## config.mk

```make
export PLATFORM = sky130hd
export DESIGN_NAME = ivt_regs
export DESIGN_NICKNAME = d
export VERILOG_FILES = /design/src/verilog/ivt_pkg.sv /design/src/verilog/ivt_regs.sv
export SDC_FILE = /design/constraint.sdc
export NUM_CORES = 1
export LEC_CHECK = 0
export ABC_CLOCK_PERIOD_IN_PS = 1800
export BUFFER_PORTS_ARGS = -buffer_cell sky130_fd_sc_hd__buf_2
export CORE_MARGIN = 4
export CORE_UTILIZATION = 48
export DETAILED_ROUTE_END_ITERATION = 6
export PLACE_DENSITY = 0.73
export SKIP_LAST_GASP = 1
export SLEW_MARGIN = 5
export SYNTH_ARGS = -nofsm -noshare
export SYNTH_HDL_FRONTEND = slang
export SYNTH_SLANG_ARGS = --single-unit
```

## constraint.sdc

```tcl
create_clock -name SYS_CLK -period 1.8 [get_ports SYS_CLK]
set_input_delay 0.18 -clock SYS_CLK [delete_from_list [all_inputs] [get_ports SYS_CLK]]
set_output_delay 0.18 -clock SYS_CLK [all_outputs]
set_load 0.02 [all_outputs]
```

## src/verilog/ivt_pkg.sv

```systemverilog
`default_nettype none
package ivt_pkg;
  // ----------------------------------------
  // command codes
  // ----------------------------------------
  localparam logic [7:0] CMD_INPUT_START_THRESHOLD = 8'h35;
  localparam logic [7:0] CMD_INPUT_STOP_THRESHOLD = 8'h36;
  localparam logic [7:0] CMD_OVERCURRENT_WARNING_THRESHOLD = 8'h4a;
  // ----------------------------------------
  // field layout and reset values
  // ----------------------------------------
  localparam int FIELD_W = 12;
  localparam int FIELD_LSB = 0;
  localparam logic [3:0] FIXED_UPPER = 4'h0;
  localparam logic [11:0] START_RESET = 12'h01d;
  localparam logic [11:0] STOP_RESET = 12'h01b;
  localparam logic [11:0] OC_WARN_RESET = 12'hfff;
  localparam int LSB_MV = 250;
  // ----------------------------------------
  // types
  // ----------------------------------------
  typedef enum logic [0:0] {
    IVT_STOPPED = 1'b0,
    IVT_RUNNING = 1'b1
  } ivt_run_t;
  typedef struct packed {
    logic wr;
    logic rd;
    logic [7:0] code;
    logic [15:0] wdata;
  } ivt_cmd_t;
  typedef struct packed {
    logic ack;
    logic nack;
    logic [15:0] rdata;
  } ivt_rsp_t;
endpackage
`default_nettype wire

```

## src/verilog/ivt_regs.sv

```systemverilog
// What this block does
// - start conversion when input reaches start threshold and other conditions hold.
// - while running, stop conversion when input falls to stop threshold.
// - start threshold counts are unsigned, 250 mV each.
// - start threshold resets to 0x001D, meaning 7.25 V.
// - stop threshold counts are unsigned, 250 mV each.
// - stop threshold resets to 0x001B, meaning 6.75 V.
// - upper threshold bits read fixed; low value bits are read/write.
// - current above warning threshold sets byte and word flags, pulls alert low.
// - over-current warning threshold is writable and readable by its code.
`default_nettype none
module ivt_regs
(
  input wire logic SYS_CLK,
  input wire logic RESET,
  input wire ivt_pkg::ivt_cmd_t CMD,
  output var ivt_pkg::ivt_rsp_t RSP,
  input wire logic [11:0] VIN_COUNTS,
  input wire logic [11:0] IOUT_COUNTS,
  input wire logic POWER_UP_OK,
  input wire logic CLEAR_WARN,
  output logic CONVERT_EN,
  output logic STATUS_BYTE_OC_WARN,
  output logic STATUS_WORD_OC_WARN,
  output logic ALERT_LINE_N
);
  import ivt_pkg::*;

  // ----------------------------------------
  // threshold registers
  // ----------------------------------------
  logic [11:0] start_r, start_nxt;
  logic [11:0] stop_r, stop_nxt;
  logic [11:0] ocw_r, ocw_nxt;
  ivt_rsp_t rsp_r, rsp_nxt;

  always_comb
  begin
    start_nxt = start_r;
    stop_nxt = stop_r;
    ocw_nxt = ocw_r;
    rsp_nxt = '0;
    if (CMD.wr)
    begin
      rsp_nxt.ack = 1'b1;
      // only the low value field takes the write
      case (CMD.code)
        CMD_INPUT_START_THRESHOLD:
          start_nxt = CMD.wdata[FIELD_LSB +: FIELD_W];
        CMD_INPUT_STOP_THRESHOLD:
          stop_nxt = CMD.wdata[FIELD_LSB +: FIELD_W];
        CMD_OVERCURRENT_WARNING_THRESHOLD:
          ocw_nxt = CMD.wdata[FIELD_LSB +: FIELD_W];
        default:
        begin
          rsp_nxt.ack = 1'b0;
          rsp_nxt.nack = 1'b1;
        end
      endcase
    end
    else if (CMD.rd)
    begin
      rsp_nxt.ack = 1'b1;
      case (CMD.code)
        CMD_INPUT_START_THRESHOLD:
          rsp_nxt.rdata = {FIXED_UPPER, start_r};
        CMD_INPUT_STOP_THRESHOLD:
          rsp_nxt.rdata = {FIXED_UPPER, stop_r};
        CMD_OVERCURRENT_WARNING_THRESHOLD:
          rsp_nxt.rdata = {FIXED_UPPER, ocw_r};
        default:
        begin
          rsp_nxt.ack = 1'b0;
          rsp_nxt.nack = 1'b1;
        end
      endcase
    end
  end

  always_ff @(posedge SYS_CLK)
  begin
    if (RESET)
    begin
      start_r <= START_RESET;
      stop_r <= STOP_RESET;
      ocw_r <= OC_WARN_RESET;
      rsp_r <= '0;
    end
    else
    begin
      start_r <= start_nxt;
      stop_r <= stop_nxt;
      ocw_r <= ocw_nxt;
      rsp_r <= rsp_nxt;
    end
  end

  assign RSP = rsp_r;

  // ----------------------------------------
  // run / stop hysteresis
  // ----------------------------------------
  ivt_run_t run_r, run_nxt;
  logic conv_r, conv_nxt;

  // both sides are 250 mV counts, so they compare directly
  always_comb
  begin
    run_nxt = run_r;
    case (run_r)
      IVT_STOPPED:
        if (VIN_COUNTS >= start_r && POWER_UP_OK)
          run_nxt = IVT_RUNNING;
      IVT_RUNNING:
        if (VIN_COUNTS <= stop_r)
          run_nxt = IVT_STOPPED;
      default:
        run_nxt = IVT_STOPPED;
    endcase
    // the enable pin gets its own flop so it leaves no decode behind
    conv_nxt = (run_nxt == IVT_RUNNING);
  end

  always_ff @(posedge SYS_CLK)
  begin
    if (RESET)
    begin
      run_r <= IVT_STOPPED;
      conv_r <= 1'b0;
    end
    else
    begin
      run_r <= run_nxt;
      conv_r <= conv_nxt;
    end
  end

  assign CONVERT_EN = conv_r;

  // ----------------------------------------
  // over-current warning
  // ----------------------------------------
  logic warn_r, warn_nxt;
  logic alert_n_r, alert_n_nxt;

  // a new event in the clear cycle keeps the flag set
  always_comb
  begin
    warn_nxt = warn_r;
    if (CLEAR_WARN)
      warn_nxt = 1'b0;
    if (IOUT_COUNTS > ocw_r)
      warn_nxt = 1'b1;
    alert_n_nxt = ~warn_nxt;
  end

  always_ff @(posedge SYS_CLK)
  begin
    if (RESET)
    begin
      warn_r <= 1'b0;
      alert_n_r <= 1'b1;
    end
    else
    begin
      warn_r <= warn_nxt;
      alert_n_r <= alert_n_nxt;
    end
  end

  assign STATUS_BYTE_OC_WARN = warn_r;
  assign STATUS_WORD_OC_WARN = warn_r;
  assign ALERT_LINE_N = alert_n_r;
endmodule
`default_nettype wire

```

==> results.md <==
- Hold depth: 3
- Logic pwr share: 11.2%
- Area leader, netlist: dfxtp_1
- CTS tree: yes
- Worst hold path startpoint: CMD[6]
- Placed instance area: roughly 3300 µm²
- Setup Slack @ Placement: approximately 74 ps
- DRT Pass-1 Iters: 4
- EDFF count, synth: 0
- Asr flop ratio synth: 0%
- Mapped Area: 2960 µm²
- Initial DRC count: 172
- Post-CTS sizing: 0
- Ys Warns: 0
- CP Cell Sequence: inv_1 -> ha_4 -> a211o_1 -> a31oi_2 -> nor4_1 -> nor4b_1 -> o22ai_1
- # setup viols final: 0
- Leading cell types by total area after synthesis: dfxtp_1 36%, ha_1 15%, nand2_1 7.4%
- Top cells by count, synth: 58 x nand2_1, 53 x dfxtp_1, 37 x inv_1
- Net count, final: 504
- FF+latch count, synth: 53
- Setup bufs post-CTS: 0
- Syn Area/Cell: 8.38 µm²
- Skew final: 6.43 ps
- Die Width: 86.5 µm
- Ant diodes: 0
- Routed WL per cell: between 10 and 15 µm
- Area of the die: 7480 µm²
- Pleak: 1.60 nW
- Via density: 5.47
- Largest net degree at the start of global routing: 24
- Register area share after synthesis: between 30% and 40%
- Drt drc: 0
- Vias in the first global route: 2,663
- Crit path buffers/inverters: 1
- PD cells: 616 nW/µm²
- Post-Layout Cell Count: 490
- Total Routing Usage GR: 20.2%
- Tcrit/Tclk final: 98.0%
- CP Class: flop to flop
- Port bufs: 67
- Worst-path clk slew: 100 ps
- Max-capacitance violation count: 0
- # rows: 28
- Root Driver: clkbuf_8
- Crit path time final: 1760 ps
- Clock network power share: 33.4%
- Hold endpoint: start_r[6]$_SDFFE_PP0P_
- Unique masters post-synth: 38
- Layout cell share with drive strength beyond 1: 23.1%
- Post-synth top area share: roughly 36%
- CP max-delay cell: dfxtp_2
- Critical Path Max Stage Delay: 340 ps
- Startpoint Class: flop
- Drt total wl: approximately 7.2 mm
- Pint: 1.57 mW
- Critical path required time: 1990 ps
- I/O pins: 76
- Vert. Die Dim: 86.5 µm
- Routed Antenna Nets: 0
- Final Cell Area: 3460 µm²
- Reg-to-reg startpoint: start_r[2]$_SDFFE_PP1P_
- Final hold vios: 0
- Worst R2R Path Depth: 7
- CP top delay family: compound AO/OA/AOI/OAI gates
- Core ar.: 5960 µm²
- Top-count cell post-synth: nand2_1
- Critical Path Sink Type: flop
- Hold crit path type: primary input to flop
- Via count: 2,680
- Sequential share of power: 55.4%
- Worst Path Max Fanout: 2
- Clock Latency Late Sink: a little over 300 ps
- Max VDD drop: 0.388 mV
- Worst setup margin: roughly 36 ps
- CTS Hold Bufs: 0
- # clock sinks: between 50 and 60
- First-pass GRT wire length: between 10 and 15 mm
- Buffer levels on the longest clock path: 2
- DP HPWL: 5.49 mm
- Status: completed
- Pins Over Slew Limit: 0
- Area delta synth->final: 17.0%
- H-tree depth: 2
- Final Total Pwr: ~2.1 mW
- # placed instances: 482
- Initial antenna violation count: 0
- CTS buffer count: 5
- Switching Share: 26.5%
- Crit path arrival time: 1950 ps
- Post-synth top flop: dfxtp_1
- Gpl congestion: 0.779
- Grt ovf: 0
- Syn Inst Count: ~350
- NetSw: 0.565 mW
- Reg-to-reg slack, setup: 40 ps
- R2R Path End: CONVERT_EN$_SDFF_PP0_
- Starting utilization of the core area: 49.6%
- Peak Freq: 0.567 GHz
[worst max-delay path by stage]
| stage | cells after the start | end | startpoint | slack (ps) |
|---|---|---|---|---|
| after floorplan | 7 | STATUS_BYTE_OC_WARN$_SDFF_PP0_ | ocw_r[9]$_SDFFE_PP1P_ | 230 |
| after global placement | 7 | CONVERT_EN$_SDFF_PP0_ | start_r[2]$_SDFFE_PP1P_ | 110 |
| after detailed placement | 7 | CONVERT_EN$_SDFF_PP0_ | start_r[2]$_SDFFE_PP1P_ | 70 |
| after CTS | 7 | CONVERT_EN$_SDFF_PP0_ | start_r[2]$_SDFFE_PP1P_ | 40 |
| after global routing | 7 | CONVERT_EN$_SDFF_PP0_ | start_r[2]$_SDFFE_PP1P_ | -130 |
| final | 7 | CONVERT_EN$_SDFF_PP0_ | start_r[2]$_SDFFE_PP1P_ | 40 |
[cells by family after synthesis]
family	after synthesis	share of synthesized area [%]
buffers and inverters	61	9.69
AND/OR/NAND/NOR	113	17.4
flip-flops	53	35.9
other	1	0.127
adder cells (fa/ha/maj)	36	15.2
AO/OA/AOI/OAI	89	21.7
[placed cells by master (no fill, tap or decap), types with 8 or more instances in the layout]
master	n
buf_2	67
nand2_1	58
dfxtp_1	52
inv_1	37
ha_1	35
a21oi_1	19
nor2_1	18
o211ai_1	17
a22o_1	12
a22oi_1	12
nand3_1	9
nand4_1	8
[final cells by class]
| cell class | instances | area [µm²] |
|---|---|---|
| Tap cell | 75 | 93.8 |
| Inverter | 37 | 139 |
| Clock inverter | 3 | 25.0 |
| Sequential cell | 53 | 1060 |
| Fill cell | 578 | 2500 |
| Timing Repair Buffer | 75 | 420 |
| Clock buffer | 5 | 68.8 |
| Multi-Input combinational cell | 242 | 1650 |
[layer usage]
layer	track usage, %	share of wire [%]	vias up
met4	5.52	1.3	0
met2	37.0	52	67
met1	23.9	42	1266
li1	-	-	1339
met3	3.71	5.2	8
met5	0	0	-
[state kept, by name, indices dropped and copies added (netlist names)]
register	flops
STATUS_BYTE_OC_WARN	1
ALERT_LINE_N	1
CONVERT_EN	1
start_r	12
ocw_r	12
RSP	14
stop_r	12
[tightest hold or removal path, stage by stage]
cell and delay (ps):
buf_2 120, nand2_1 50, a21oi_1 50
[power groups by stage]
stage               Sequential [mW]  Combinational, mW  Clock [mW]
floorplan                      1.21              0.121           0
global placement               1.21              0.223           0
detailed placement             1.21              0.230           0
CTS                            1.18              0.232       0.722
global route                   1.18              0.271       0.780
finish                         1.18              0.239       0.712
[metrics by stage]
step           setup TNS, ps  utilization (%)  hold WS, ps
2_1_floorplan              0                -          304
3_3_place_gp               0             56.0          427
3_5_place_dp               0             56.0          443
4_1_cts                    0             57.6          105
5_1_grt                 -129             58.1          130
6_report                   0             58.1          123
No activity file was read; power rests on OpenSTA's default activity.
